<file path="src/core/pvsr_pkg.sv">
// register map, field layout and state types of the pll and oscillator status bank
package pvsr_pkg;

  // bus geometry
  localparam int ADDR_W = 8;
  localparam int DATA_W = 32;

  // byte offsets of the registers
  localparam logic [ADDR_W-1:0] OFS_PLL = 8'h00;
  localparam logic [ADDR_W-1:0] OFS_CAL = 8'h04;
  localparam logic [ADDR_W-1:0] OFS_TRIM = 8'h08;
  localparam logic [ADDR_W-1:0] OFS_ANA = 8'h0C;
  localparam logic [ADDR_W-1:0] OFS_CFG = 8'h10;
  localparam logic [ADDR_W-1:0] WORD_MASK = 8'hFC;

  // pll_state fields
  localparam int PLL_LOCK_BIT = 0;
  localparam int PLL_RAIL_LOW_BIT = 1;
  localparam int PLL_RAIL_HIGH_BIT = 2;

  // oscillator_calibration_state fields
  localparam int CAL_BAND_LSB = 0;
  localparam int CAL_BAND_W = 6;
  localparam int CAL_DONE_BIT = 6;
  localparam int CAL_FAIL_BIT = 7;

  // oscillator_coarse_tune_state fields
  localparam int TRIM_LSB = 0;
  localparam int TRIM_W = 2;
  localparam logic [TRIM_W-1:0] TRIM_RST = 2'h1;

  // analog_spare_and_supply_detect fields
  localparam int BANK_LSB = 0;
  localparam int BANK_N = 7;
  localparam int SPARE_LSB = 7;
  localparam int SPARE_N = 9;

  // trim configuration register fields
  localparam int CFG_TRIM_LSB = 0;
  localparam int CFG_CAL_EN_BIT = 4;
  localparam logic [TRIM_W-1:0] CFG_TRIM_RST = 2'h1;

  // axi responses
  localparam logic [1:0] RESP_OKAY = 2'h0;
  localparam logic [1:0] RESP_SLVERR = 2'h2;

  // register selected by an address
  typedef enum {
    SEL_PLL,
    SEL_CAL,
    SEL_TRIM,
    SEL_ANA,
    SEL_CFG,
    SEL_NONE
  } pvsr_sel_t;

  // inputs coming from analog and calibration logic
  typedef struct packed {
    logic [SPARE_N-1:0] spare;
    logic [BANK_N-1:0] bank;
    logic [TRIM_W-1:0] cal_trim;
    logic [CAL_BAND_W-1:0] cal_band;
    logic cal_fail;
    logic cal_done;
    logic rail_low;
    logic rail_high;
    logic lock;
  } pvsr_ana_t;

  // whole state of the block
  typedef struct packed {
    pvsr_ana_t s1;
    pvsr_ana_t s2;
    pvsr_ana_t stat;
    logic [TRIM_W-1:0] trim;
    logic [TRIM_W-1:0] cfg_trim;
    logic cfg_cal_en;
    logic awready;
    logic wready;
    logic aw_got;
    logic w_got;
    logic [ADDR_W-1:0] aw_addr;
    logic [DATA_W-1:0] w_data;
    logic [DATA_W/8-1:0] w_strb;
    logic bvalid;
    logic [1:0] bresp;
    logic arready;
    logic rvalid;
    logic [DATA_W-1:0] rdata;
    logic [1:0] rresp;
  } pvsr_state_t;

endpackage

</file>
<file path="src/core/pvsr_status_regs.sv">
// axi4-lite status bank for pll lock, vco calibration, coarse trim and supply detect
`timescale 1ns/1ps
module pvsr_status_regs (
  input wire logic aclk, // 200 MHz clock
  input wire logic aresetn, // synchronous reset, active low
  input wire logic [pvsr_pkg::ADDR_W-1:0] s_axi_awaddr, // write address
  input wire logic [2:0] s_axi_awprot, // write protection, unused
  input wire logic s_axi_awvalid, // write address valid
  output logic s_axi_awready, // write address ready
  input wire logic [pvsr_pkg::DATA_W-1:0] s_axi_wdata, // write data
  input wire logic [pvsr_pkg::DATA_W/8-1:0] s_axi_wstrb, // write byte enables
  input wire logic s_axi_wvalid, // write data valid
  output logic s_axi_wready, // write data ready
  output logic [1:0] s_axi_bresp, // write response
  output logic s_axi_bvalid, // write response valid
  input wire logic s_axi_bready, // write response ready
  input wire logic [pvsr_pkg::ADDR_W-1:0] s_axi_araddr, // read address
  input wire logic [2:0] s_axi_arprot, // read protection, unused
  input wire logic s_axi_arvalid, // read address valid
  output logic s_axi_arready, // read address ready
  output logic [pvsr_pkg::DATA_W-1:0] s_axi_rdata, // read data
  output logic [1:0] s_axi_rresp, // read response
  output logic s_axi_rvalid, // read data valid
  input wire logic s_axi_rready, // read data ready
  input wire logic pll_locked, // analog pll lock level
  input wire logic pll_rail_high, // pll control at upper rail
  input wire logic pll_rail_low, // pll control at lower rail
  input wire logic cal_done, // vco band calibration finished
  input wire logic cal_failed, // vco band calibration failed
  input wire logic [pvsr_pkg::CAL_BAND_W-1:0] cal_band, // band chosen by calibration
  input wire logic [pvsr_pkg::TRIM_W-1:0] cal_trim, // trim chosen by calibration
  input wire logic [pvsr_pkg::BANK_N-1:0] bank_supply_detect, // per bank regulator detect
  input wire logic [pvsr_pkg::SPARE_N-1:0] analog_spare // spare analog bits
);
  import pvsr_pkg::*;

  pvsr_state_t st_reg;
  pvsr_state_t st_next;
  pvsr_ana_t pins;

  // map an address to a register, low two bits ignored
  function automatic pvsr_sel_t decode(input logic [ADDR_W-1:0] addr);
    logic [ADDR_W-1:0] a;
    a = addr & WORD_MASK;
    if (a == OFS_PLL) begin
      return SEL_PLL;
    end else if (a == OFS_CAL) begin
      return SEL_CAL;
    end else if (a == OFS_TRIM) begin
      return SEL_TRIM;
    end else if (a == OFS_ANA) begin
      return SEL_ANA;
    end else if (a == OFS_CFG) begin
      return SEL_CFG;
    end
    return SEL_NONE;
  endfunction

  // value of the state after reset
  function automatic pvsr_state_t reset_state();
    pvsr_state_t r;
    r = '0;
    r.trim = TRIM_RST;
    r.cfg_trim = CFG_TRIM_RST;
    return r;
  endfunction

  // gather the analog inputs into one bundle
  always_comb begin
    pins.lock = pll_locked;
    pins.rail_high = pll_rail_high;
    pins.rail_low = pll_rail_low;
    pins.cal_done = cal_done;
    pins.cal_fail = cal_failed;
    pins.cal_band = cal_band;
    pins.cal_trim = cal_trim;
    pins.bank = bank_supply_detect;
    pins.spare = analog_spare;
  end

  // next state: synchronisers, status capture, write and read channels
  always_comb begin
    logic [DATA_W-1:0] word;
    pvsr_sel_t wsel;
    pvsr_sel_t rsel;
    word = '0;
    st_next = st_reg;
    wsel = decode(st_reg.aw_addr);
    rsel = decode(s_axi_araddr);

    // two flops, then a status capture read by the bus
    st_next.s1 = pins;
    st_next.s2 = st_reg.s1;
    st_next.stat = st_reg.s2;

    // coarse trim source follows the calibration enable
    if (st_reg.cfg_cal_en) begin
      st_next.trim = st_reg.s2.cal_trim;
    end else begin
      st_next.trim = st_reg.cfg_trim;
    end

    // write response handshake
    if (st_reg.bvalid && s_axi_bready) begin
      st_next.bvalid = 1'b0;
    end

    // write address and data taken in either order
    if (s_axi_awvalid && st_reg.awready) begin
      st_next.aw_got = 1'b1;
      st_next.aw_addr = s_axi_awaddr;
    end
    if (s_axi_wvalid && st_reg.wready) begin
      st_next.w_got = 1'b1;
      st_next.w_data = s_axi_wdata;
      st_next.w_strb = s_axi_wstrb;
    end

    // perform the write once both halves are held
    if (st_reg.aw_got && st_reg.w_got && !st_reg.bvalid) begin
      st_next.aw_got = 1'b0;
      st_next.w_got = 1'b0;
      st_next.bvalid = 1'b1;
      st_next.bresp = RESP_OKAY;
      unique case (wsel)
        SEL_CFG: begin
          if (st_reg.w_strb[0]) begin
            st_next.cfg_trim = st_reg.w_data[CFG_TRIM_LSB +: TRIM_W];
            st_next.cfg_cal_en = st_reg.w_data[CFG_CAL_EN_BIT];
          end
        end
        SEL_PLL, SEL_CAL, SEL_TRIM, SEL_ANA: begin
          st_next.bresp = RESP_OKAY; // status is read-only, data dropped
        end
        SEL_NONE: begin
          st_next.bresp = RESP_SLVERR;
        end
      endcase
    end
    st_next.awready = !st_next.aw_got && !st_next.bvalid;
    st_next.wready = !st_next.w_got && !st_next.bvalid;

    // read data handshake
    if (st_reg.rvalid && s_axi_rready) begin
      st_next.rvalid = 1'b0;
    end

    // read address taken, word assembled from the captured status, the trim register or the configuration
    if (s_axi_arvalid && st_reg.arready) begin
      st_next.rvalid = 1'b1;
      st_next.rresp = RESP_OKAY;
      unique case (rsel)
        SEL_PLL: begin
          word[PLL_LOCK_BIT] = st_reg.stat.lock;
          word[PLL_RAIL_LOW_BIT] = st_reg.stat.rail_low;
          word[PLL_RAIL_HIGH_BIT] = st_reg.stat.rail_high;
        end
        SEL_CAL: begin
          word[CAL_BAND_LSB +: CAL_BAND_W] = st_reg.stat.cal_band;
          word[CAL_DONE_BIT] = st_reg.stat.cal_done;
          word[CAL_FAIL_BIT] = st_reg.stat.cal_fail;
        end
        SEL_TRIM: begin
          word[TRIM_LSB +: TRIM_W] = st_reg.trim;
        end
        SEL_ANA: begin
          word[BANK_LSB +: BANK_N] = st_reg.stat.bank;
          word[SPARE_LSB +: SPARE_N] = st_reg.stat.spare;
        end
        SEL_CFG: begin
          word[CFG_TRIM_LSB +: TRIM_W] = st_reg.cfg_trim;
          word[CFG_CAL_EN_BIT] = st_reg.cfg_cal_en;
        end
        SEL_NONE: begin
          st_next.rresp = RESP_SLVERR;
        end
      endcase
      st_next.rdata = word; // unlisted bits stay zero
    end
    st_next.arready = !st_next.rvalid;
  end

  // single register stage for all state
  always_ff @(posedge aclk) begin
    if (!aresetn) begin
      st_reg <= reset_state();
    end else begin
      st_reg <= st_next;
    end
  end

  // outputs straight from the state flops
  assign s_axi_awready = st_reg.awready;
  assign s_axi_wready = st_reg.wready;
  assign s_axi_bvalid = st_reg.bvalid;
  assign s_axi_bresp = st_reg.bresp;
  assign s_axi_arready = st_reg.arready;
  assign s_axi_rvalid = st_reg.rvalid;
  assign s_axi_rdata = st_reg.rdata;
  assign s_axi_rresp = st_reg.rresp;

endmodule

</file>
<file path="config.mk">
export PLATFORM = sky130hd
export DESIGN_NAME = pvsr_status_regs
export DESIGN_NICKNAME = d
export VERILOG_FILES = /design/src/core/pvsr_pkg.sv /design/src/core/pvsr_status_regs.sv
export SDC_FILE = /design/constraint.sdc
export NUM_CORES = 1
export LEC_CHECK = 0
export CORE_MARGIN = 2
export CORE_UTILIZATION = 30
export DETAILED_ROUTE_END_ITERATION = 10
export DONT_BUFFER_PORTS = 1
export PLACE_DENSITY = 0.44
export SLEW_MARGIN = 20
export SYNTH_ARGS = -nofsm -noshare
export SYNTH_HDL_FRONTEND = slang
export SYNTH_SLANG_ARGS = --single-unit
</file>
<file path="constraint.sdc">
create_clock -name aclk -period 1.39 [get_ports aclk]
set_input_delay 0.278 -clock aclk [delete_from_list [all_inputs] [get_ports aclk]]
set_output_delay 0.278 -clock aclk [all_outputs]
set_load 0.1 [all_outputs]
</file>
# Word level (Yosys, flattened, before mapping)
# Cells that the tools add are included.
# totals
regBits	131
in_bits	94
output_inout_bits	41
elab_cells	113
# op_classes
eq_ne	15
muxes	38
n_reduce_logical	18
# op_table
operator	n
32-bit by 3-bit == test with 1-bit output (second input constant)	4
32-bit 2-to-1 mux	3
32-bit by 2-bit == test with 1-bit output (second input constant)	2
35-bit 2-to-1 mux	1
32-bit by 1-bit == test with 1-bit output (second input constant)	1
32-bit logical NOT	1
3-bit 2-to-1 mux	10
6-bit by 2-bit == test with 1-bit output (second input constant)	4
8-bit logical NOT	2
1-bit 2-to-1 mux	14
6-bit by 1-bit == test with 1-bit output (second input constant)	2
6-bit by 3-bit == test with 1-bit output (second input constant)	2
2-bit case mux with 5 select lines	1
1-bit logical AND	9
2-bit 2-to-1 mux	4
8-bit 2-to-1 mux	1
1-bit case mux with 3 select lines	2
3-bit case mux with 2 select lines	1
1-bit logical NOT	5
3-bit AND reduction	1
1-bit case mux with 2 select lines	1

# Logic depth before layout (Yosys ltp)
# Gate-level depths: netlist of run 1.
# logic_depth
ltp_word	12
ltp_mapped	5
mapped_depth_nobuf	3

# Worst setup path after synthesis of run 1
# No wires, ideal clock.
# synth_path
path_type	reg-to-reg
startpoint	register st_reg (netlist bit s_axi_arready)
endpoint	register st_reg (netlist bit s_axi_rdata[11])
setup_time_ns	0.070
t_arrival_ns	1.714
required_time_ns	1.320
setup_slack_ns	-0.395
stages_incl_launch_ff	6
path_buffers	2
synth_period_minus_slack_ns	1.785
cell_sequence	dfxtp_1 and2_1 buf_4 buf_2 nand4_1 a21oi_1
# synth_between
elab_chain_len	1
# synth_rtl
element	line	text
start, declared	pvsr_status_regs.sv:37	pvsr_state_t st_reg;
start signal, assigned	pvsr_status_regs.sv:186	st_reg <= reset_state();
start signal, assigned	pvsr_status_regs.sv:188	st_reg <= st_next;
1-bit logical AND	pvsr_status_regs.sv:149	if (s_axi_arvalid && st_reg.arready) begin
# No other way between the ends.
# A chain may end at the register's enable or synchronous reset.

# Worst setup path in the final report of run 1
# layout_path
startpoint	register st_reg (netlist bit s_axi_awready)
endpoint	output port s_axi_awready
# layout_rtl
element	line	text
end, declared	pvsr_status_regs.sv:9	output logic s_axi_awready,
# No word-level cell between the ends.

==> impl_metrics.csv, run 1 <==
group,metric,value,unit
outcome,status,"completed",
floorplanning,die_w,122.9,um
placed_design,place_congestion,0.7681,
synth,syn_area,4244,um2
global_routing,grt.overflow.total,0,
synth,synth_top_family_by_area,"simple AND/OR/NAND/NOR gates",
synth,yosys_warnings,0,
pwr,leakage,2.114,nW
pwr,p_clk_share,50.2,%
pwr,peakVddDrop,0.8124,mV
synth,synth-compound-area-share,7.842,%
final_layout,drive_gt1_share,15.95,%
setup_path,crit_path_cell_trace,"buf_4",
synth,ys_top_cells_by_area,"dfxtp_1, and2_1, buf_4",
route,drtAntennaViolNets,0,
route,drtIter0Drc,113,
pwr,intPower,7.022,mW
route,routed_wl,8396,um
synth,yosys.area_share.simple,22.29,%
final_layout,largest_reg_flops,58,
timing,rsz0062_at_grt,"no",
placed_design,dp_hpwl,5357,um
clock_network,cts_tree,"done",
synth,synthArstFlopShare,0,%
final_layout,antenna-diode-count,0,
timing,slew_headroom,66.91,%
setup_path,cp_data_arrival_time,1050,ps
hold_path,hold_start,"aresetn",
global_routing,use_met1,14.28,%
pwr,power.switching,2.102,mW
setup_path,critPathTopFamily,"flip-flops",
synth,synth_mux_area_share,1.798,%
setup_path,critPathRequiredTime,1110,ps
timing,tightestPinTransition,492.6,ps
pwr,pwr-share-comb,8.3,%
floorplanning,dieArea,15110,um2
hold_path,whs_path_depth,1,
setup_path,path_buf_inv,1,
setup_path,ff2ff_setup_slack,170,ps
synth,synthXorXnorAreaFrac,0,%
synth,yosysMostFrequentCell,"dfxtp_1",
global_routing,antenna_found_initial,0,
floorplanning,core,13830,um2
timing,finClkSkew,4.832,ps
synth,yosys.area.top_type,"dfxtp_1",
floorplanning,rows,43,
clock_network,cts.htree.levels,4,
timing,setup_violations,0,
setup_path,r2r_cells,3,
clock_network,clkLatencyLatePin,400,ps
global_routing,grt_pass1_wl,13390,um
clock_network,cts.sinks,125,
clock_network,clockBufferDepth,2,
setup_path,slowest_stage,"dfxtp_2",
setup_path,worstPathMaxFanout,7,
global_routing,top_usage_layer,"met2",
hold_path,min_to,"st_reg[112]$_SDFF_PN0_",
global_routing,grt_use_met2,18.85,%
floorplanning,die_h,122.9,um
synth,synth_edf_count,0,
timing,fin_crit_sh,95.82,%
placed_design,port_buffers,0,
pwr,switching_share,23.04,%
synth,ys_ff_latch,125,
synth,synth.top_cell.area_share,58.96,%
synth,synth_cells,412,
global_routing,grt_max_degree,78,
global_routing,gr-usage-met3,4.428,%
setup_path,crit_type,"reg2out",
timing,max_freq,750.8,MHz
floorplanning,initial_core_util,30.69,%
route,viasPerCell,4.315,
synth,synthFlopType,"dfxtp_1",
synth,synthTopCellsByCount,"dfxtp_1, and2_1, buf_4",
clock_network,root_buffer,"clkbuf_16",
timing,drv_slew,0,
global_routing,grt_pass1_vias,2762,
synth,synth.distinct_cells,35,
synth,yosys.area_share.adder,0,%
final_layout,layout.nets,545,
setup_path,crit-reg2reg-launch,"st_reg[80]$_SDFFE_PN0P_",
setup_path,max_stage_delay,330,ps
pwr,power_density,1703,nW/um2
final_layout,area_growth,26.21,%
clock_network,numCtsBuffers,17,
setup_path,r2r-end,"st_reg[88]$_SDFFE_PN1P_",
floorplanning,ioPinCount,135,
route,vias,2779,
run,drv_cap,0,
global_routing,grt_util_all_layers,11.95,%
timing,min_period,1332,ps
route,drc_errors,0,
final_layout,fin_util,38.74,%
route,wl_per_cell,13.04,um
synth,postSynthAreaPerCell,10.30,um2
timing,tns,0,ps
synth,yosysSeqAreaShare,58.96,%
setup_path,start_kind,"flop",
route,first_pass_iters,4,
timing,hold_viol,0,
hold_path,hp-class,"in2reg",
setup_path,cp-end-kind,"output pin",
clock_network,clk_pin_slew,50,ps
pwr,power_frac_seq,41.5,%
cells by family (layout without fill, tap and decap cells):
family,Yosys count,count (layout)
flip-flops,125,125
buffers and inverters,59,94
AO/OA/AOI/OAI,59,59
multiplexers,7,7
AND/OR/NAND/NOR,161,161
other,1,18
per-stage QoR:
step                      setup slack (ps)  hold WS, ps  instance area (um2)  total power [mW]  std cells
after global placement               120.7        356.5                 4407             4.518        582
after detailed placement             111.0        358.3                 4407             4.525        582
after CTS                            3.770       0.7131                 5339             9.246        643
final                                58.17        12.87                 5356             9.124        644
after global routing                 21.15       0.2540                 5356             9.463        644
after floorplan                      10.97        399.7                 4315             4.505        429
power by group through the flow:
stage,clock [mW],sequential [mW],combinational [mW]
6_report,4.58,3.78,0.761
5_1_grt,4.85,3.80,0.813
4_1_cts,4.70,3.78,0.764
3_5_place_dp,0,3.86,0.664
3_3_place_gp,0,3.86,0.660
2_1_floorplan,0,3.92,0.589
cell type report:
type,count,area (um2)
Fill cell,1361,8471
Sequential cell,125,2510
Multi-Input combinational cell,245,1423
Timing Repair Buffer,61,570.5
Clock buffer,21,460.4
Tap cell,180,225.2
Clock inverter,11,163.9
Inverter,1,3.754
routing by layer:
metal / wire [um] / share of wire [%] / vias to the layer above
met2: 3870 / 46 / 76
met1: 3893 / 46 / 1290
li1: - / - / 1403
met4: 154 / 1.8 / 0
met3: 478 / 5.7 / 10
met5: 0 / 0 / -
placed cells by master (no fill, tap or decap), types with 2 or more instances in the layout:
cell | synthesis | final
nand4_1 | 10 | 10
and2_1 | 86 | 86
nand2b_1 | 2 | 2
a31oi_1 | 13 | 13
mux2i_1 | 2 | 2
dfxtp_1 | 125 | 121
and3_1 | 3 | 3
buf_6 | 2 | 2
conb_1 | 1 | 18
a311oi_1 | 2 | 2
dfxtp_2 | 0 | 3
dlygate4sd3_1 | 0 | 29
nand3_1 | 21 | 21
clkinv_2 | 0 | 3
o21ai_0 | 10 | 10
mux2_2 | 5 | 5
clkbuf_8 | 0 | 2
bufinv_16 | 0 | 4
o31ai_1 | 2 | 2
nor2_1 | 4 | 4
nand2_1 | 23 | 23
nand3b_1 | 2 | 2
clkbuf_1 | 13 | 2
a21oi_1 | 28 | 28
clkbuf_16 | 0 | 17
clkinvlp_4 | 0 | 3
buf_4 | 37 | 28
a21boi_0 | 2 | 2
worst reg2reg max path: cells and delay by family, from the launching register on:
kind / cells / cell delay, ps
DFF: 1 / 310
and+or+nand+nor: 2 / 690
AOI/OAI and AO/OA: 1 / 100
timing repair:
action,4_1_cts,5_1_grt
buffers inserted,0,0
hold buffers,29,1
resized for setup,0,2
endpoints found under the hold margin,77,1
endpoints found under the setup margin,0,2
how the worst max path moves through the flow:
stage	cells past startpoint	endpoint	slack, ps	startpoint
3_3_place_gp	4	s_axi_rdata[1]$_SDFFE_PN0P_	120	s_axi_araddr[7]
4_1_cts	1	s_axi_rdata[4]	4	s_axi_rdata[4]$_SDFFE_PN0P_
2_1_floorplan	2	s_axi_arready$_SDFF_PN0_	10	s_axi_rvalid$_SDFF_PN0_
3_5_place_dp	4	s_axi_rdata[1]$_SDFFE_PN0P_	110	s_axi_araddr[7]
6_report	1	s_axi_awready	60	s_axi_awready$_SDFF_PN0_
5_1_grt	1	s_axi_awready	20	s_axi_awready$_SDFF_PN0_
(Power assumes the default switching activity.)
==> run 2, diff against run 1 <==
- CORE_UTILIZATION: 30 -> 48
- PLACE_DENSITY: 0.44 -> 0.63
- SLEW_MARGIN: 20 -> default
==> impl_metrics.csv, run 2 (synthesized netlist as in run 1, its figures left out) <==
group,metric,value,unit
outcome,status,"completed",
timing,setup_violations,0,
global_routing,grt_pass1_wl,13370,um
floorplanning,initial_core_util,49.15,%
setup_path,start_kind,"flop",
setup_path,critPathTopFamily,"flip-flops",
route,drtAntennaViolNets,0,
setup_path,startpoint,"s_axi_awready$_SDFF_PN0_",
final_layout,layout.nets,567,
final_layout,largest_reg_flops,58,
timing,drv_slew,0,
timing,fin_crit_sh,95.69,%
setup_path,worst-path-stages,1,
floorplanning,die_w,98.03,um
pwr,leakage,2.261,nW
global_routing,grt.overflow.total,0,
clock_network,root_buffer,"clkbuf_8",
setup_path,crit_path_cell_trace,"buf_12",
pwr,power_density,1527,nW/um2
clock_network,numCtsBuffers,17,
run,drv_cap,0,
clock_network,clkLatencyLatePin,510,ps
timing,max_freq,751.9,MHz
setup_path,cp-end-kind,"output pin",
timing,tns,0,ps
setup_path,critPathRequiredTime,1110,ps
setup_path,r2r-end,"st_reg[90]$_SDFF_PN1_",
timing,rsz0062_at_grt,"no",
final_layout,instances_no_fill,593,
route,drtIter0Drc,106,
hold_path,hp-class,"in2reg",
setup_path,slowest_stage,"dfxtp_2",
setup_path,crit_type,"reg2out",
route,vias,2913,
floorplanning,core,8636,um2
final_layout,antenna-diode-count,0,
setup_path,max_stage_delay,350,ps
setup_path,path_buf_inv,1,
placed_design,dp_hpwl,4661,um
global_routing,grt_max_degree,92,
floorplanning,rows,34,
placed_design,place_congestion,0.7561,
global_routing,grt_pass1_vias,2827,
hold_path,whs_path_depth,2,
timing,finClkSkew,6.711,ps
global_routing,grt_util_all_layers,18.01,%
setup_path,worstPathMaxFanout,8,
route,first_pass_iters,6,
pwr,peakVddDrop,0.9911,mV
setup_path,r2r_cells,3,
placed_design,port_buffers,0,
placed_design,dp.cells,509,
route,wl_per_cell,13.69,um
route,viasPerCell,4.912,
setup_path,crit_end,"s_axi_awready",
final_layout,layout_common_cells,"dfxtp_1, and2_1, dlygate4sd3_1",
clock_network,cts.sinks,125,
setup_path,ff2ff_setup_slack,70,ps
setup_path,crit-reg2reg-launch,"st_reg[87]$_SDFFE_PN0P_",
floorplanning,ioPinCount,135,
floorplanning,dieArea,9610,um2
clock_network,cts_tree,"done",
clock_network,clk_pin_slew,60,ps
final_layout,drive_gt1_share,18.97,%
timing,slew_headroom,66.61,%
final_layout,area_growth,35.23,%
route,drc_errors,0,
global_routing,antenna_found_initial,0,
setup_path,cp_data_arrival_time,1050,ps
clock_network,cts.htree.levels,4,
timing,min_period,1330,ps
hold_path,hold_start,"s_axi_bready",
timing,hold_viol,0,
floorplanning,die_h,98.03,um
pwr,total_power,8.762,mW
timing,tightestPinTransition,497.0,ps
route,routed_wl,8121,um
clock_network,postCtsSetupBuffers,0,
clock_network,clockBufferDepth,2,
final_layout,final_common_cell,"dfxtp_1",
[run 2: cell types whose count changed in the layout (fill, tap and decap cells not counted), moves of 3 or more]
cell           change
dlygate4sd3_1     +23
buf_12            +22
buf_4             -22
dfxtp_1           -18
dfxtp_2           +17
clkbuf_8           +5
bufinv_16          -3
[run 2: worst min-delay path by stage]
stage               slack, ps                          end
finish                     20      s_axi_bvalid$_SDFF_PN0_
detailed placement        360        st_reg[90]$_SDFF_PN1_
global placement          350        st_reg[90]$_SDFF_PN1_
CTS                         2      st_reg[43]$_SDFFE_PN0P_
floorplan                 400      st_next[144]$_SDFF_PN0_
global route               20  s_axi_rdata[1]$_SDFFE_PN0P_
[run 2: per-layer routing]
layer | wire length [um] | global-route usage (%)
met1 | 3279 | 21.52
met3 | 565 | 8.447
met2 | 4139 | 28.08
met5 | 0 | 0
met4 | 136 | 7.372
[run 2: per-stage QoR]
stage / setup WS (ps) / area [um2] / util [%] / hold WS, ps
2_1_floorplan: 10.97 / 4315 / - / 399.7
3_3_place_gp: 148.3 / 4334 / 50.19 / 350.3
3_5_place_dp: 136.7 / 4334 / 50.19 / 360.3
4_1_cts: 0.05462 / 5607 / 64.92 / 2.232
5_1_grt: 9.161 / 5739 / 66.46 / 15.62
6_report: 59.95 / 5739 / 66.46 / 20.18
[run 2: report_power, final]
| part | internal (mW) | switching (mW) |
|---|---|---|
| Combinational | 0.307 | 0.573 |
| Clock | 2.64 | 1.45 |
| Sequential | 3.73 | 0.0646 |
[run 2: layout make-up]
cell class / count / area (um2)
clock buffer: 26 / 508.0
clock inverter: 5 / 55.05
fill: 664 / 2897
inverter: 1 / 3.754
multi-input combinational: 245 / 1438
sequential: 125 / 2535
tap: 108 / 135.1
timing repair buffer: 83 / 1065
[run 2: repair_timing]
action	4_1_cts	5_1_grt
hold buffers	54	1
resized for setup	40	43
pin swaps	0	1
cloned	0	0
setup endpoints to repair	21	24
endpoints found under the hold margin	113	2
